`config.mk`:
```
export PLATFORM = sky130hd
export DESIGN_NAME = hdlcm_mapper
export DESIGN_NICKNAME = d
export VERILOG_FILES = /design/src/design/hdlcm_pkg.sv /design/src/design/hdlcm_fifo.sv /design/src/design/hdlcm_mapper.sv
export SDC_FILE = /design/constraint.sdc
export NUM_CORES = 1
export LEC_CHECK = 0
export ABC_CLOCK_PERIOD_IN_PS = 3450
export BUFFER_PORTS_ARGS = -buffer_cell sky130_fd_sc_hd__buf_2
export CORE_ASPECT_RATIO = 1.75
export CORE_MARGIN = 5
export CORE_UTILIZATION = 31
export DETAILED_ROUTE_END_ITERATION = 8
export GPL_ROUTABILITY_DRIVEN = 0
export SYNTH_ARGS = -nofsm -noshare
export SYNTH_HDL_FRONTEND = slang
export SYNTH_SLANG_ARGS = --single-unit
```
`constraint.sdc`:
```
create_clock -name clk_i -period 3.45 [get_ports clk_i]
set_input_delay 0.1725 -clock clk_i [delete_from_list [all_inputs] [get_ports clk_i]]
set_output_delay 0.1725 -clock clk_i [all_outputs]
set_load 0.02 [all_outputs]
```
`src/design/hdlcm_pkg.sv`:
```
// Shared constants for the HDLC time-slot, bit and frame mapper.
package hdlcm_pkg;

  // ------------------------------------------------------------
  // Register indices (byte address is four times the index)
  // ------------------------------------------------------------
  localparam logic [7:0] HDLCM_IDX_PARITY = 8'ha0;
  localparam logic [7:0] HDLCM_IDX_MASK1  = 8'ha1;
  localparam logic [7:0] HDLCM_IDX_MASK2  = 8'ha2;
  localparam logic [7:0] HDLCM_IDX_MASK3  = 8'ha3;
  localparam logic [7:0] HDLCM_IDX_CODE2  = 8'ha4;
  localparam logic [7:0] HDLCM_IDX_CODE3  = 8'ha5;
  localparam logic [7:0] HDLCM_IDX_TXEN1  = 8'hb0;
  localparam logic [7:0] HDLCM_IDX_RXEN1  = 8'hb1;
  localparam logic [7:0] HDLCM_IDX_STATUS = 8'hb2;

  // ------------------------------------------------------------
  // Reset values and field layout
  // ------------------------------------------------------------
  localparam logic [7:0]  HDLCM_RST_MASK   = 8'hff;
  localparam logic [4:0]  HDLCM_RST_CODE   = 5'h00;
  localparam logic [5:0]  HDLCM_RST_PARITY = 6'h00;
  localparam logic [31:0] HDLCM_RST_SLOTEN = 32'h0000_0000;
  localparam int          HDLCM_PAR_W      = 2;
  localparam int          HDLCM_CODE_W     = 5;
  localparam int          HDLCM_STAT_CNT   = 0;
  localparam int          HDLCM_STAT_ODD   = 8;
  localparam int          HDLCM_STAT_OVR   = 9;
  localparam int          HDLCM_STAT_LVL   = 16;

  // ------------------------------------------------------------
  // Frame parity codes and datapath sizes
  // ------------------------------------------------------------
  localparam logic [1:0] HDLCM_PAR_BOTH = 2'h0;
  localparam logic [1:0] HDLCM_PAR_ODD  = 2'h1;
  localparam logic [1:0] HDLCM_PAR_EVEN = 2'h2;
  localparam int         HDLCM_NCH      = 3;
  localparam int         HDLCM_FIFO_W   = 3;
  localparam int         HDLCM_FIFO_D   = 16;

  // Frame filter: the undefined code admits no frame at all.
  function automatic logic hdlcm_parity_ok(input logic [1:0] code,
                                           input logic       odd);
    case (code)
      HDLCM_PAR_BOTH: hdlcm_parity_ok = 1'b1;
      HDLCM_PAR_ODD:  hdlcm_parity_ok = odd;
      HDLCM_PAR_EVEN: hdlcm_parity_ok = ~odd;
      default:        hdlcm_parity_ok = 1'b0;
    endcase
  endfunction

endpackage

```
`src/design/hdlcm_fifo.sv`:
```
// Synchronous FIFO with valid and ready on both sides.
`timescale 1ns/1ns
module hdlcm_fifo #(
  parameter int W = 3,
  parameter int D = 16
) (
  input  wire logic                 clk_i,
  input  wire logic                 rst_i,
  input  wire logic                 in_valid_i,
  output logic                      in_ready_o,
  input  wire logic [W-1:0]         in_data_i,
  output logic                      out_valid_o,
  input  wire logic                 out_ready_i,
  output logic [W-1:0]              out_data_o,
  output logic [$clog2(D):0]        level_o
);

  localparam int AW = $clog2(D);

  logic [W-1:0] mem [D];
  logic [AW:0]  wr_ptr;
  logic [AW:0]  rd_ptr;
  logic [AW:0]  next_wr_ptr;
  logic [AW:0]  next_rd_ptr;
  logic         push;
  logic         pop;

  // ------------------------------------------------------------
  // Pointers
  // ------------------------------------------------------------
  always_comb begin
    level_o     = wr_ptr - rd_ptr;
    in_ready_o  = (level_o != (AW+1)'(D));
    out_valid_o = (level_o != '0);
    push        = in_valid_i & in_ready_o;
    pop         = out_valid_o & out_ready_i;
    next_wr_ptr = push ? wr_ptr + 1'b1 : wr_ptr;
    next_rd_ptr = pop ? rd_ptr + 1'b1 : rd_ptr;
    out_data_o  = mem[rd_ptr[AW-1:0]];
  end

  always_ff @(posedge clk_i) begin
    if (rst_i) begin
      wr_ptr <= '0;
      rd_ptr <= '0;
    end else begin
      wr_ptr <= next_wr_ptr;
      rd_ptr <= next_rd_ptr;
    end
  end

  // Storage needs no reset; words are only read once written.
  always_ff @(posedge clk_i) begin
    if (push) begin
      mem[wr_ptr[AW-1:0]] <= in_data_i;
    end
  end

endmodule // hdlcm_fifo

```
`src/design/hdlcm_mapper.sv`:
```
// HDLC time-slot, bit-mask and frame-parity mapper with Wishbone registers.
//
// Contract
// - Channel 1 frame filter code 00 takes all frames, 01 odd only, 10 even only.
// - Channel 2 frame filter decodes 00 all, 01 odd only, 10 even only.
// - Channel 3 frame filter decodes 00 all, 01 odd only, 10 even only.
// - Frames 1,3,.. are odd and 2,4,.. even; a multiframe starts odd; both directions.
// - Channel 1 uses bit position x of its slots only when mask bit x is one.
// - Channel 1 slots come from separate transmit and receive slot enable words.
// - One mask per channel serves both directions and resets to all ones.
// - Channel 2 uses only masked-in bit positions of its single coded slot.
// - Channel 3 uses only masked-in bit positions of its single coded slot.
// - Channel 2 slot code 0 selects no slot, codes 1 to 31 select that slot; reset 0.
// - Channel 3 slot code 0 selects no slot, codes 1 to 31 select that slot; reset 0.
//
// The Wishbone slave port is this design's own decision.
`timescale 1ns/1ns
module hdlcm_mapper
  import hdlcm_pkg::*;
#(
  parameter int ADR_W  = 12,
  parameter int FIFO_D = HDLCM_FIFO_D
) (
  input  wire logic                 clk_i,
  input  wire logic                 rst_i,
  input  wire logic                 wb_cyc_i,
  input  wire logic                 wb_stb_i,
  input  wire logic                 wb_we_i,
  input  wire logic [ADR_W-1:0]     wb_adr_i,
  input  wire logic [3:0]           wb_sel_i,
  input  wire logic [31:0]          wb_dat_i,
  output logic      [31:0]          wb_dat_o,
  output logic                      wb_ack_o,
  input  wire logic                 line_bit_stb_i,
  input  wire logic                 line_frame_start_i,
  input  wire logic                 line_mframe_start_i,
  input  wire logic                 line_rx_bit_i,
  input  wire logic                 line_tx_bit_i,
  output logic                      line_tx_bit_o,
  output logic                      rx_valid_o,
  input  wire logic                 rx_ready_i,
  output logic [1:0]                rx_chan_o,
  output logic                      rx_bit_o,
  input  wire logic [HDLCM_NCH-1:0] tx_bit_i,
  output logic [HDLCM_NCH-1:0]      tx_take_o
);

  // ------------------------------------------------------------
  // Register state
  // ------------------------------------------------------------
  logic [5:0]  frame_parity_select;
  logic [7:0]  bit_mask [HDLCM_NCH];
  logic [4:0]  slot_code_ch2;
  logic [4:0]  slot_code_ch3;
  logic [31:0] tx_slot_enable_ch1;
  logic [31:0] rx_slot_enable_ch1;
  logic        overrun;
  logic [31:0] rd_data;
  logic        ack;

  logic [5:0]  next_frame_parity_select;
  logic [7:0]  next_bit_mask [HDLCM_NCH];
  logic [4:0]  next_slot_code_ch2;
  logic [4:0]  next_slot_code_ch3;
  logic [31:0] next_tx_slot_enable_ch1;
  logic [31:0] next_rx_slot_enable_ch1;
  logic        next_overrun;
  logic [31:0] next_rd_data;
  logic        next_ack;

  // ------------------------------------------------------------
  // Frame position state
  // ------------------------------------------------------------
  logic [7:0]  bit_cnt;
  logic        frame_odd;
  logic        line_tx_bit;
  logic [HDLCM_NCH-1:0] tx_take;
  logic [7:0]  next_bit_cnt;
  logic        next_frame_odd;
  logic        next_line_tx_bit;
  logic [HDLCM_NCH-1:0] next_tx_take;

  logic [7:0]  cur_cnt;
  logic        cur_odd;
  logic [4:0]  cur_slot;
  logic [2:0]  cur_pos;
  logic [HDLCM_NCH-1:0] rx_hit;
  logic [HDLCM_NCH-1:0] tx_hit;
  logic        fifo_in_valid;
  logic        fifo_in_ready;
  logic [HDLCM_FIFO_W-1:0] fifo_in_data;
  logic [HDLCM_FIFO_W-1:0] fifo_out_data;
  logic [$clog2(FIFO_D):0] fifo_level;
  logic        req;
  logic        wr;
  logic [7:0]  idx;
  logic        idx_ok;

  // Picks the one channel that owns this bit; lowest channel first.
  function automatic logic [1:0] hdlcm_first(input logic [HDLCM_NCH-1:0] hit);
    hdlcm_first = 2'h0;
    for (int i = HDLCM_NCH - 1; i >= 0; i--) begin
      if (hit[i]) begin
        hdlcm_first = 2'(i);
      end
    end
  endfunction

  // Byte-lane merge for one register word.
  function automatic logic [31:0] hdlcm_lanes(input logic [31:0] old,
                                              input logic [31:0] dat,
                                              input logic [3:0]  sel);
    for (int b = 0; b < 4; b++) begin
      hdlcm_lanes[b*8 +: 8] = sel[b] ? dat[b*8 +: 8] : old[b*8 +: 8];
    end
  endfunction

  // ------------------------------------------------------------
  // Frame position and channel selection
  // ------------------------------------------------------------
  // The line strobes come from framer logic on this same clock, so they
  // are used without synchronisers.
  always_comb begin
    cur_cnt  = line_frame_start_i ? 8'h00 : bit_cnt;
    cur_odd  = frame_odd;
    if (line_mframe_start_i) begin
      cur_odd = 1'b1;
    end else if (line_frame_start_i) begin
      cur_odd = ~frame_odd;
    end
    cur_slot = cur_cnt[7:3];
    // Bits leave each slot most significant first, so position 7 is sent first.
    cur_pos  = 3'h7 - cur_cnt[2:0];

    rx_hit[0] = rx_slot_enable_ch1[cur_slot];
    tx_hit[0] = tx_slot_enable_ch1[cur_slot];
    rx_hit[1] = (slot_code_ch2 != 5'h00) && (slot_code_ch2 == cur_slot);
    tx_hit[1] = rx_hit[1];
    rx_hit[2] = (slot_code_ch3 != 5'h00) && (slot_code_ch3 == cur_slot);
    tx_hit[2] = rx_hit[2];
    for (int c = 0; c < HDLCM_NCH; c++) begin
      rx_hit[c] = rx_hit[c] & bit_mask[c][cur_pos] & line_bit_stb_i;
      tx_hit[c] = tx_hit[c] & bit_mask[c][cur_pos] & line_bit_stb_i;
      if (!hdlcm_parity_ok(frame_parity_select[c*HDLCM_PAR_W +: HDLCM_PAR_W], cur_odd)) begin
        rx_hit[c] = 1'b0;
        tx_hit[c] = 1'b0;
      end
    end

    next_bit_cnt     = bit_cnt;
    next_frame_odd   = frame_odd;
    next_line_tx_bit = line_tx_bit;
    next_tx_take     = '0;
    if (line_bit_stb_i) begin
      next_bit_cnt   = cur_cnt + 8'h01;
      next_frame_odd = cur_odd;
      // Overlapping slots are unsupported; the lowest channel simply wins.
      if (tx_hit != '0) begin
        next_line_tx_bit = tx_bit_i[hdlcm_first(tx_hit)];
        next_tx_take[hdlcm_first(tx_hit)] = 1'b1;
      end else begin
        next_line_tx_bit = line_tx_bit_i;
      end
    end

    fifo_in_valid = (rx_hit != '0);
    fifo_in_data  = {hdlcm_first(rx_hit), line_rx_bit_i};
  end

  always_ff @(posedge clk_i) begin
    if (rst_i) begin
      bit_cnt     <= 8'h00;
      frame_odd   <= 1'b0;
      line_tx_bit <= 1'b1;
      tx_take     <= '0;
    end else begin
      bit_cnt     <= next_bit_cnt;
      frame_odd   <= next_frame_odd;
      line_tx_bit <= next_line_tx_bit;
      tx_take     <= next_tx_take;
    end
  end

  assign line_tx_bit_o = line_tx_bit;
  assign tx_take_o     = tx_take;

  // ------------------------------------------------------------
  // Receive buffer
  // ------------------------------------------------------------
  // The line cannot be stalled, so a full buffer drops the bit and
  // raises the sticky overrun flag instead.
  hdlcm_fifo #(
    .W (HDLCM_FIFO_W),
    .D (FIFO_D)
  ) u_rx_fifo (
    .clk_i       (clk_i),
    .rst_i       (rst_i),
    .in_valid_i  (fifo_in_valid),
    .in_ready_o  (fifo_in_ready),
    .in_data_i   (fifo_in_data),
    .out_valid_o (rx_valid_o),
    .out_ready_i (rx_ready_i),
    .out_data_o  (fifo_out_data),
    .level_o     (fifo_level)
  );

  assign rx_chan_o = fifo_out_data[2:1];
  assign rx_bit_o  = fifo_out_data[0];

  // ------------------------------------------------------------
  // Wishbone register slave
  // ------------------------------------------------------------
  always_comb begin
    req    = wb_cyc_i & wb_stb_i & ~ack;
    wr     = req & wb_we_i;
    idx    = wb_adr_i[9:2];
    idx_ok = (wb_adr_i[ADR_W-1:10] == '0) && (wb_adr_i[1:0] == 2'h0);

    next_ack                 = req;
    next_rd_data             = 32'h0000_0000;
    next_frame_parity_select = frame_parity_select;
    next_bit_mask            = bit_mask;
    next_slot_code_ch2       = slot_code_ch2;
    next_slot_code_ch3       = slot_code_ch3;
    next_tx_slot_enable_ch1  = tx_slot_enable_ch1;
    next_rx_slot_enable_ch1  = rx_slot_enable_ch1;
    next_overrun             = overrun;

    if (!idx_ok) begin
      next_rd_data = 32'h0000_0000;
    end else if (idx == HDLCM_IDX_PARITY) begin
      next_rd_data = {26'h0, frame_parity_select};
      if (wr && wb_sel_i[0]) begin
        next_frame_parity_select = wb_dat_i[5:0];
      end
    end else if (idx == HDLCM_IDX_MASK1 || idx == HDLCM_IDX_MASK2
                 || idx == HDLCM_IDX_MASK3) begin
      next_rd_data = {24'h0, bit_mask[2'(idx - HDLCM_IDX_MASK1)]};
      if (wr && wb_sel_i[0]) begin
        next_bit_mask[2'(idx - HDLCM_IDX_MASK1)] = wb_dat_i[7:0];
      end
    end else if (idx == HDLCM_IDX_CODE2) begin
      next_rd_data = {27'h0, slot_code_ch2};
      if (wr && wb_sel_i[0]) begin
        next_slot_code_ch2 = wb_dat_i[4:0];
      end
    end else if (idx == HDLCM_IDX_CODE3) begin
      next_rd_data = {27'h0, slot_code_ch3};
      if (wr && wb_sel_i[0]) begin
        next_slot_code_ch3 = wb_dat_i[4:0];
      end
    end else if (idx == HDLCM_IDX_TXEN1) begin
      next_rd_data = tx_slot_enable_ch1;
      if (wr) begin
        next_tx_slot_enable_ch1 = hdlcm_lanes(tx_slot_enable_ch1, wb_dat_i, wb_sel_i);
      end
    end else if (idx == HDLCM_IDX_RXEN1) begin
      next_rd_data = rx_slot_enable_ch1;
      if (wr) begin
        next_rx_slot_enable_ch1 = hdlcm_lanes(rx_slot_enable_ch1, wb_dat_i, wb_sel_i);
      end
    end else if (idx == HDLCM_IDX_STATUS) begin
      next_rd_data[HDLCM_STAT_CNT +: 8] = bit_cnt;
      next_rd_data[HDLCM_STAT_ODD]      = frame_odd;
      next_rd_data[HDLCM_STAT_OVR]      = overrun;
      next_rd_data[HDLCM_STAT_LVL +: $clog2(FIFO_D) + 1] = fifo_level;
      if (wr && wb_sel_i[1] && wb_dat_i[HDLCM_STAT_OVR]) begin
        next_overrun = 1'b0;
      end
    end

    // A drop in the clearing cycle still leaves the flag set.
    if (fifo_in_valid && !fifo_in_ready) begin
      next_overrun = 1'b1;
    end
  end

  always_ff @(posedge clk_i) begin
    if (rst_i) begin
      frame_parity_select <= HDLCM_RST_PARITY;
      for (int c = 0; c < HDLCM_NCH; c++) begin
        bit_mask[c] <= HDLCM_RST_MASK;
      end
      slot_code_ch2      <= HDLCM_RST_CODE;
      slot_code_ch3      <= HDLCM_RST_CODE;
      tx_slot_enable_ch1 <= HDLCM_RST_SLOTEN;
      rx_slot_enable_ch1 <= HDLCM_RST_SLOTEN;
      overrun            <= 1'b0;
      rd_data            <= 32'h0000_0000;
      ack                <= 1'b0;
    end else begin
      frame_parity_select <= next_frame_parity_select;
      bit_mask            <= next_bit_mask;
      slot_code_ch2       <= next_slot_code_ch2;
      slot_code_ch3       <= next_slot_code_ch3;
      tx_slot_enable_ch1  <= next_tx_slot_enable_ch1;
      rx_slot_enable_ch1  <= next_rx_slot_enable_ch1;
      overrun             <= next_overrun;
      rd_data             <= next_rd_data;
      ack                 <= next_ack;
    end
  end

  assign wb_dat_o = rd_data;
  assign wb_ack_o = ack;

endmodule // hdlcm_mapper

```
==> results by group, run 1 <==
Pwr
  • Clock group share of total power: 42.5%
  • Leak: 4.52 nW
  • Flop pwr share: between 40% and 50%
  • Maximum vdd drop: about 250 uV
  • Tot Pwr: 0.00568 W
  • Sw frac: around a quarter
  • Pwr Density: 459 nW/um^2
  • Comb pwr share: approximately 11%
  • Sw Pwr: between 0.001 and 0.0015 W
  • Int Pwr: 0.00429 W

Critical path
  • Worst endpoint data arrival time: 3.31 ns
  • CP required: 3.61 ns
  • Worst setup SP type: flop
  • Worst stage delay on the critical path: approximately 0.89 ns
  • Slowest CP cell: nor2b_1
  • Kind of critical path: reg -> reg
  • Crit. End Element: flop
  • CP Cell Sequence: mux2_2 > a221oi_1 > o22ai_1 > and3_1 > o21bai_2 > nor2b_1
  • Worst Path Max Fanout: 16

Clock network
  • Clk root buf: clkbuf_16
  • Clock Latency Late Sink: between 0.5 and 0.6 ns
  • H-tree Lvls: 1
  • CTS Buf Count: 20
  • Clock Pin Slew Worst Setup and Hold Paths: 0.07 ns
  • # hold bufs at CTS: 29
  • TritonCTS clock tree: done
  • CTS Sinks: 213
  • Post-CTS sizing: 0
  • Clock buffer depth: 3
  • Post-CTS setup repair buffer count: 0

Timing
  • Fin crit share: 91.3%
  • Unrepaired setup endpoints after global routing: false
  • Final worst slack: around 0.3 ns
  • Final Hold Vio Count: 0
  • Slew @ Worst Pin: 1.08 ns
  • Slew Viols, Final: 0
  • Worst Skew: 0.0146 ns
  • Minimum clock period: 3.15 ns
  • Max Fclk: 0.318 GHz
  • Setup TNS: 0 ns
  • Relative slew margins: 27.6%
  • Final Setup Violations: 0

Detailed routing
  • DRT Wirelength: 31.5 mm
  • Routed vias/inst: ~5.3
  • DRT antenna net count: 0
  • First-pass iteration count of the detailed router: 5
  • DRC violations left: 0
  • Vias: 8381
  • Routed length per placed instance: 19.8 um
  • First DRT Iteration DRCs: 511

GRT
  • First-pass GRT wire length: around 49 mm
  • Gr ovfl total: 0
  • Most Crowded Layer GR: met2
  • Met1 usage: approximately 17%
  • Global Route Usage Sum: 16.5%
  • Largest net degree at the start of global routing: between 50 and 60
  • Initial antenna violation count: 0
  • Vias in the first global route: roughly 8600
  • Met3 Usage GRT: 2.26%
  • Met2 GRT Util: 31.4%

Logic synthesis
  • Syn Nets: between 1000 and 1500
  • Mapped Area: 10400 um^2
  • Post-synth top cells: nor2_1, dfxtp_1, mux2i_1, nand2_1, edfxtp_1
  • Unique masters post-synth: just over 90
  • Synth area leaders: dfxtp_1, edfxtp_1, mux2i_1
  • Post-synth top flop: dfxtp_1
  • Register area share after synthesis: 45.6%
  • Async SR Flop Fraction: 0%
  • Post-synth top area cell: dfxtp_1
  • Most numerous cell in the Yosys netlist: nor2_1
  • EDFF count, synth: 48
  • Yosys synthesis warning count: 0
  • Share of Yosys cell area claimed by the top area cell type: 31.8%
  • Yosys reg bits: between 200 and 250
  • Avg Cell Area, Syn: about 9.9 um^2
  • Synth Instances: 1049

Run
  • Max_cap viols: 0

Min path
  • HP Class: in -> reg

Status
  • Status: finished clean

Floorplanning
  • Row count: 88
  • Die Area: 37500 um^2
  • Die X-Extent: 148 um
  • Core region area: about 33000 um^2
  • Ports: 103
  • Vert. Die Dim: 252 um
  • Initial Utilization: 31.5%

Finish
  • Fin area: 12400 um^2
  • ANT cells: 0
  • Final #Nets: 1248
  • Share of cells above drive strength 1: 19.7%
  • Area Overhead vs Synth: 19.0%

Place
  • Detailed placement HPWL: 23.7 mm
  • Placed instance area: about 11000 um^2
  • Port bufs: 102
  • Dpl ws: 0.307 ns
==> registers in the layout (all words and copies together) (netlist names), 6 cells and up, named ones only <==
signal / count
rx_slot_enable_ch1: 32
bit_mask: 24
wb_dat_o: 32
bit_cnt: 8
u_rx_fifo.mem: 48
tx_slot_enable_ch1: 32
frame_parity_select: 6
==> power by group through the flow <==
stage / Sequential [W] / Clock [W] / Combinational [W]
2_1_floorplan: 0.00264 / 0 / 0.000454
3_3_place_gp: 0.00269 / 0 / 0.000602
3_5_place_dp: 0.00269 / 0 / 0.000612
4_1_cts: 0.00264 / 0.00247 / 0.000639
5_1_grt: 0.00264 / 0.00256 / 0.000693
6_report: 0.00263 / 0.00241 / 0.000630
==> critical path: cells and delay by family, from the launching register on <==
family	cells	cell delay, ns
DFF	1	0.67
and+or+nand+nor	2	1.10
muxes	1	0.41
AOI/OAI and AO/OA	3	0.60
==> path summary, 6_finish.rpt <==
path                                 end  slack [ns]         from  cells after the start
setup reg to reg     u_rx_fifo.mem[6][1]        0.30   bit_cnt[4]                      6
hold / removal    frame_parity_select[5]        0.01  wb_dat_i[5]                      3
setup / recovery     u_rx_fifo.mem[6][1]        0.30   bit_cnt[4]                      6
hold reg to reg                 wb_ack_o        0.45     wb_ack_o                      1
==> cell families (layout without fill, tap and decap cells) <==
kind of cell / count (synthesis) / after routing / share of synthesized area, %
xor+xnor: 15 / 15 / 1.26
flops: 213 / 213 / 45.6
fa+ha+maj: 15 / 15 / 1.88
compound gates: 158 / 158 / 11.1
simple gates: 424 / 424 / 20.9
mux: 129 / 129 / 15.1
buf+inv: 95 / 231 / 4.15
==> routing by layer <==
| layer | part of all wire, % | vias to the layer above | wire length (um) |
|---|---|---|---|
| li1 | - | 4023 | - |
| met4 | 5.8 | 0 | 1830 |
| met5 | 0 | - | 0 |
| met2 | 54 | 228 | 16900 |
| met1 | 36 | 4048 | 11500 |
| met3 | 4.2 | 82 | 1320 |
==> cell type report <==
| type | count | area (um^2) |
|---|---|---|
| Tap cell | 405 | 507 |
| Fill cell | 3309 | 20700 |
| Sequential cell | 213 | 4740 |
| Clock buffer | 25 | 551 |
| Multi-Input combinational cell | 741 | 5230 |
| Inverter | 26 | 97.6 |
| Timing Repair Buffer | 169 | 1090 |
| Clock inverter | 11 | 166 |
==> cells in the final DEF (no fill, tap or decap), types with 4 or more instances in the layout <==
cell,netlist,routed
buf_2,18,101
a221oi_1,17,17
nor2_4,6,6
nor2_1,166,166
dfxtp_1,165,165
edfxtp_1,48,48
a21oi_1,37,37
inv_1,25,25
mux2_2,6,6
o221ai_1,8,8
xor2_1,8,8
o22ai_1,7,7
nand4_1,4,4
dlygate4sd3_1,0,29
clkbuf_16,0,21
bufinv_16,0,4
mux4_2,21,21
mux2i_1,98,98
nand2_1,66,66
nand2b_1,9,9
ha_1,14,14
nor3b_1,6,6
or2_2,5,5
and3_1,15,15
buf_4,3,39
and2_1,6,6
xnor2_1,7,7
o21ai_0,17,17
nand3b_1,28,28
nor2b_1,24,24
nand3_1,38,38
nor4_1,6,6
nor3_1,17,17
a211oi_1,8,8
o32ai_1,6,6
a22oi_1,18,18
==> per-stage QoR <==
stage	cells	hold WS, ns	utilization [%]
after floorplan	1049	0.271	-
after global placement	1525	0.422	34.4
after detailed placement	1525	0.428	34.4
after CTS	1590	0.00705	37.5
after global routing	1590	0.0117	37.5
final	1590	0.0124	37.5
Note: power is estimated with default switching activity, not from simulation.
==> run 2: changes to the inputs <==
ABC_AREA = 1   (was default)
==> run 2 against run 1 <==
Compared with the run above: non-clock buffer count fell by 9; largest cell class unchanged; sequential power fell by 2%; routed wire length grew 11%.
==> results by group, run 2 <==
Timing
  • Relative slew margins: 47.3% (was 27.6%)
  • Unrepaired setup endpoints after global routing: false (unchanged)
  • Setup TNS: 0 ns (unchanged)
  • Slew Viols, Final: 0 (unchanged)
  • Fin crit share: 83.8% (was 91.3%)
  • Minimum clock period: 2.89 ns (was 3.15 ns)
  • Slew @ Worst Pin: 0.789 ns (was 1.08 ns)
  • Final Setup Violations: 0 (unchanged)
  • Worst Skew: 0.00920 ns (was 0.0146 ns)
  • Final worst slack: 0.558 ns (was 0.301 ns)
  • Final Hold Vio Count: 0 (unchanged)
  • Max Fclk: 0.346 GHz (was 0.318 GHz)
  • Hold slack: 0.0510 ns (was 0.0124 ns)

Critical path
  • Worst setup SP type: flop (unchanged)
  • WP buf/inv: 3 (was 0)
  • Kind of critical path: reg -> out (was reg -> reg)
  • CP required: 3.28 ns (was 3.61 ns)
  • Crit. End Element: output port (was flop)
  • Most frequent CP cell: inv_1
  • Slowest CP cell: nor4_1 (was nor2b_1)
  • Worst endpoint data arrival time: 2.72 ns (was 3.31 ns)
  • CP Cell Sequence: inv_1 > ha_1 > inv_1 > fa_1 > xor2_1 > nor4_1 > nand2_1 > buf_2 (was mux2_2 > a221oi_1 > o22ai_1 > and3_1 > o21bai_2 > nor2b_1)
  • Worst Path Max Fanout: 6 (was 16)
  • Top delay family on crit path: simple AND/OR/NAND/NOR gates (unchanged)
  • Worst stage delay on the critical path: 0.50 ns (was 0.89 ns)

Min path
  • HP Class: in -> reg (unchanged)

Finish
  • Area Overhead vs Synth: 19.0% (about the same)
  • Final Util: 37.4% (was 37.5%)
  • Largest register FFs: 48 (unchanged)
  • Share of cells above drive strength 1: 15.4% (was 19.7%)
  • Most common cell after layout, fill and taps aside: nand2_1 (was nor2_1)
  • Commonest non-fill, non-tap cells in the layout: nand2_1, dfxtp_1, a21oi_1 (was nor2_1, dfxtp_1, buf_2)
  • ANT cells: 0 (unchanged)
  • Fin area: 12400 um^2 (about the same)
  • Final #Nets: 1487 (was 1248)

Pwr
  • Leak: 5.04 nW (was 4.52 nW)
  • Maximum vdd drop: 277 uV (was 248 uV)
  • Pwr Density: 448 nW/um^2 (was 459 nW/um^2)

Clock network
  • Clk root buf: clkbuf_16 (unchanged)
  • CTS Buf Count: 22 (was 20)
  • Post-CTS sizing: 0 (unchanged)
  • Clock Pin Slew Worst Setup and Hold Paths: 0.07 ns (about the same)
  • H-tree Lvls: 1 (unchanged)
  • CTS Sinks: 213 (unchanged)
  • Clock buffer depth: 3 (unchanged)
  • # hold bufs at CTS: 36 (was 29)
  • TritonCTS clock tree: done (unchanged)
  • Clock Latency Late Sink: 0.52 ns (was 0.51 ns)
  • Post-CTS setup repair buffer count: 0 (unchanged)

Floorplanning
  • Vert. Die Dim: 252 um (about the same)
  • Die Area: 37400 um^2 (was 37500 um^2)
  • Core region area: 33000 um^2 (unchanged)
  • Initial Utilization: 31.4% (was 31.5%)
  • Row count: 88 (unchanged)
  • Ports: 103 (unchanged)
  • Die X-Extent: 148 um (about the same)

Logic synthesis
  • Yosys reg bits: 213 (unchanged)
  • Register area share after synthesis: 45.7% (was 45.6%)
  • Synth area leaders: dfxtp_1, edfxtp_1, nand2_1 (was dfxtp_1, edfxtp_1, mux2i_1)
  • Post-synth top area cell: dfxtp_1 (unchanged)
  • Async SR Flop Fraction: 0% (unchanged)
  • Syn Nets: 1363 (was 1126)
  • Avg Cell Area, Syn: 8.07 um^2 (was 9.92 um^2)
  • Unique masters post-synth: 57 (was 91)
  • Most numerous cell in the Yosys netlist: nand2_1 (was nor2_1)
  • EDFF count, synth: 48 (unchanged)
  • Synth Instances: 1286 (was 1049)
  • Mapped Area: 10400 um^2 (about the same)
  • Yosys synthesis warning count: 0 (unchanged)
  • Post-synth top cells: nand2_1, dfxtp_1, a21oi_1, inv_1, nand3_1 (was nor2_1, dfxtp_1, mux2i_1, nand2_1, edfxtp_1)
  • Share of Yosys cell area claimed by the top area cell type: 31.8% (about the same)
  • Post-synth top flop: dfxtp_1 (unchanged)

Detailed routing
  • DRC violations left: 0 (unchanged)
  • First-pass iteration count of the detailed router: 5 (unchanged)
  • Routed vias/inst: 5.20 (was 5.27)
  • Routed length per placed instance: 19.1 um (was 19.8 um)
  • First DRT Iteration DRCs: 515 (was 511)
  • DRT antenna net count: 0 (unchanged)
  • Vias: 9517 (was 8381)
  • DRT Wirelength: 34.8 mm (was 31.5 mm)

Run
  • Max_cap viols: 0 (unchanged)

Place
  • Dpl ws: 0.359 ns (was 0.307 ns)
  • Placed instance area: 11200 um^2 (was 11400 um^2)
  • Port bufs: 102 (unchanged)
  • Detailed placement HPWL: 26.4 mm (was 23.7 mm)

GRT
  • Initial antenna violation count: 1 (was 0)
  • First-pass GRT wire length: 53.5 mm (was 48.8 mm)
  • Vias in the first global route: 9621 (was 8635)
  • Largest net degree at the start of global routing: 51 (unchanged)
  • Global Route Usage Sum: 18.3% (was 16.5%)
  • Gr ovfl total: 0 (unchanged)

Status
  • Status: finished clean (unchanged)
-- run 2: layout make-up --
type | count | area (um^2)
multi-input combinational | 872 | 4770
fill | 3436 | 20700
clock buffer | 30 | 632
clock inverter | 8 | 124
tap | 405 | 507
timing repair buffer | 160 | 1040
sequential | 213 | 4740
inverter | 141 | 546
-- run 2: metal layers --
layer | share of wire (%) | GRT usage, % | wire length, um | vias up
met5 | 0.037 | 0 | 13 | -
met2 | 55 | 36.5 | 19300 | 316
met1 | 34 | 17.7 | 11900 | 4447
met3 | 4.3 | 2.28 | 1500 | 116
li1 | - | - | - | 4636
met4 | 6.1 | 10.3 | 2120 | 2
-- run 2: worst min-delay path: stages --
cell,delay (ns)
buf_2,0.11
o211ai_1,0.10
nand2_1,0.07
nand2_1,0.04
nand2_1,0.05
-- run 2: final timing paths --
kind / from / to / slack, ns / cells past startpoint
worst max-delay path: u_rx_fifo.wr_ptr[0] / rx_valid_o / 0.56 / 8
worst min-delay path: tx_bit_i[2] / line_tx_bit_o / 0.05 / 5
worst max register to register: u_rx_fifo.wr_ptr[0] / u_rx_fifo.mem[9][1] / 0.57 / 11
worst min register to register: rx_slot_enable_ch1[23] / rx_slot_enable_ch1[23] / 0.47 / 2
-- run 2: kinds of logic after synthesis --
group,synth area share [%]
DFF,45.7
AOI/OAI and AO/OA,18.2
adders and majority gates,1.88
muxes,1.16
and+or+nand+nor,23.5
buffers and inverters,8.35
xor gates and xnor gates,1.24
-- run 2: report_power, final --
part / switching, W / internal, W / leakage [nW]
sequential: 0.0000286 / 0.00255 / 1.78
clock: 0.00103 / 0.00151 / 0.365
combinational: 0.000271 / 0.000147 / 2.90
total: 0.00132 / 0.00421 / 5.04
-- run 2: stage by stage --
stage               cells  power [W]
detailed placement   1755    0.00302
global route         1829    0.00571
floorplan            1286    0.00286
CTS                  1829    0.00557
global placement     1755    0.00301
finish               1829    0.00553
==> run 3: changes to the inputs <==
ABC_CLOCK_PERIOD_IN_PS = 2350   (was 3450)
clock period = 2.35 ns   (was 3.45 ns; I/O delays follow)
==> run 3 against run 2 <==
Compared with the run above: design area increased by 5.8%; register-to-register slack got worse by 0.52 ns; combinational power increased by 77%; critical path depth increased by 1; non-clock buffer count increased by 54; worst setup slack got worse by 0.58 ns; clock skew increased by 0.0036 ns; first-iteration DRC count increased by 14%; core utilization increased by 2.2 points; the flow now finishes with violations (setup timing); sequential cell count unchanged; routed wire length increased by 1.9%.
==> results by group, run 3 (synthesis gave the netlist of run 2 again) <==
Status
  • Status: complete, but fails checks (was finished clean)
  • Failing checks: setup timing

GRT
  • First-pass GRT wire length: 54.4 mm (was 53.5 mm)
  • Largest net degree at the start of global routing: 31 (was 51)
  • Initial antenna violation count: 0 (was 1)
  • Vias in the first global route: 9869 (was 9621)
  • Gr ovfl total: 0 (unchanged)
  • Global Route Usage Sum: 18.7% (was 18.3%)

Place
  • Placed Cells: 1805 (was 1755)
  • Port bufs: 102 (unchanged)
  • Detailed placement HPWL: 27.5 mm (was 26.4 mm)

Critical path
  • Kind of critical path: reg -> out (unchanged)
  • Worst setup SP type: flop (unchanged)
  • Worst Path Max Fanout: 2 (was 6)
  • CP required: 2.23 ns (was 3.28 ns)
  • Crit. End Element: output port (unchanged)
  • Worst endpoint data arrival time: 2.26 ns (was 2.72 ns)

Clock network
  • Clock buffer depth: 3 (unchanged)
  • Clock Latency Late Sink: 0.52 ns (about the same)
  • Clock Pin Slew Worst Setup and Hold Paths: 0.07 ns (about the same)
  • CTS Sinks: 213 (unchanged)
  • CTS Buf Count: 22 (unchanged)
  • TritonCTS clock tree: done (unchanged)
  • H-tree Lvls: 1 (unchanged)
  • Clk root buf: clkbuf_16 (unchanged)

Timing
  • Minimum clock period: approximately 2.4 ns
  • Hold slack: 0.0268 ns (was 0.0510 ns)
  • Fin crit share: 101%
  • Final Setup Violations: 1 (was 0)
  • Relative slew margins: 65.6% (was 47.3%)
  • Final worst slack: -0.0251 ns (was 0.558 ns)
  • Slew Viols, Final: 0 (unchanged)
  • Slew @ Worst Pin: 0.517 ns (was 0.789 ns)
  • Final Hold Vio Count: 0 (unchanged)
  • Unrepaired setup endpoints after global routing: true (was false)
  • Max Fclk: 0.421 GHz
  • Setup TNS: -0.0251 ns (was 0 ns)
  • Worst Skew: 0.0128 ns (was 0.00920 ns)

Detailed routing
  • DRC violations left: 0 (unchanged)
  • Routed vias/inst: 5.18 (was 5.20)
  • Vias: 9755 (was 9517)
  • First DRT Iteration DRCs: 586 (was 515)
  • Routed length per placed instance: 18.8 um (was 19.1 um)
  • DRT antenna net count: 0 (unchanged)
  • DRT Wirelength: 35.5 mm (was 34.8 mm)
  • First-pass iteration count of the detailed router: 5 (unchanged)

Finish
  • ANT cells: 0 (unchanged)
  • Largest register FFs: 48 (unchanged)
  • Total of fill cells in the finished design: 3377 (was 3436)
  • Commonest non-fill, non-tap cells in the layout: nand2_1, dfxtp_1, a21oi_1 (unchanged)
  • Area Overhead vs Synth: 26.0% (was 19.0%)
  • Share of cells above drive strength 1: 20.7% (was 15.4%)
  • Post-Layout Cell Count: 1885 (was 1829)
  • Final #Nets: 1541 (was 1487)
  • Most common cell after layout, fill and taps aside: nand2_1 (unchanged)

Floorplanning
  • Die X-Extent: 148 um (unchanged)
  • Row count: 88 (unchanged)
  • Die Area: 37400 um^2 (unchanged)
  • Core region area: 33000 um^2 (unchanged)
  • Initial Utilization: 31.4% (unchanged)
  • Vert. Die Dim: 252 um (unchanged)
  • Ports: 103 (unchanged)

Pwr
  • Pwr Density: 656 nW/um^2 (was 448 nW/um^2)
  • Leak: 5.40 nW (was 5.04 nW)
  • Tot Pwr: 0.00858 W (was 0.00553 W)
  • Maximum vdd drop: 611 uV (was 277 uV)

Min path
  • HP Class: in -> reg (unchanged)

Run
  • Max_cap viols: 0 (unchanged)
-- run 3: changes by cell type in the layout (fill, tap and decap cells not counted), sizes merged --
cell and delta:
buf +52, bufinv +4, clkbuf -4, clkinv +3
dlygate4sd3 +2, clkinvlp -1
-- run 3: worst max-delay path, stage by stage (launching register included) --
cell     delay (ns)
dfxtp_2        0.32
inv_2          0.06
ha_4           0.12
inv_2          0.04
fa_2           0.38
xor2_4         0.18
nor4_4         0.28
buf_4          0.17
nand2_4        0.05
buf_6          0.13
-- run 3: path summary, 6_finish.rpt --
check             cells after the start                     end  slack, ns                    from
setup / recovery                      9              rx_valid_o      -0.03     u_rx_fifo.wr_ptr[0]
hold / removal                        1     u_rx_fifo.mem[8][0]       0.03           line_rx_bit_i
hold reg to reg                       2  rx_slot_enable_ch1[21]       0.47  rx_slot_enable_ch1[21]
setup reg to reg                     12                    flop       0.05     u_rx_fifo.wr_ptr[0]
-- run 3: layout make-up --
type,count,area [um^2],area share [%]
Inverter,141,546,4.17
Multi-Input combinational cell,872,4900,37.5
Clock buffer,26,587,4.49
Clock inverter,14,256,1.96
Timing Repair Buffer,214,1530,11.7
Sequential cell,213,4750,36.3
Tap cell,405,507,3.88
-- run 3: per-stage QoR --
stage,utilization [%],setup slack (ns),instance area (um^2)
after floorplan,-,0.0303,10400
after global placement,35.4,-0.0270,11700
after detailed placement,35.4,-0.0656,11700
after CTS,39.3,-0.0391,13000
after global routing,39.6,-0.0987,13100
final,39.6,-0.0251,13100
-- run 3: per-layer routing --
metal	share of wire [%]	vias to the layer above	GRT usage, %
met5	0	-	0
li1	-	4741	-
met3	3.3	100	1.94
met2	57	281	37.6
met1	33	4633	17.7
met4	6.5	0	10.9
-- run 3: repair_timing --
item	in CTS	in global routing
hold endpoints to repair	65	0
hold buffers	38	0
buffers inserted	1	1
pin swaps	3	1
gates resized for setup	15	24
endpoints found under the setup margin	4	53
-- run 3: power by group --
part           internal [W]  total (W)  switching, W
registers           0.00375    0.00378     0.0000343
clock network       0.00257    0.00406       0.00150
logic              0.000288   0.000738      0.000450
total               0.00660    0.00858       0.00198
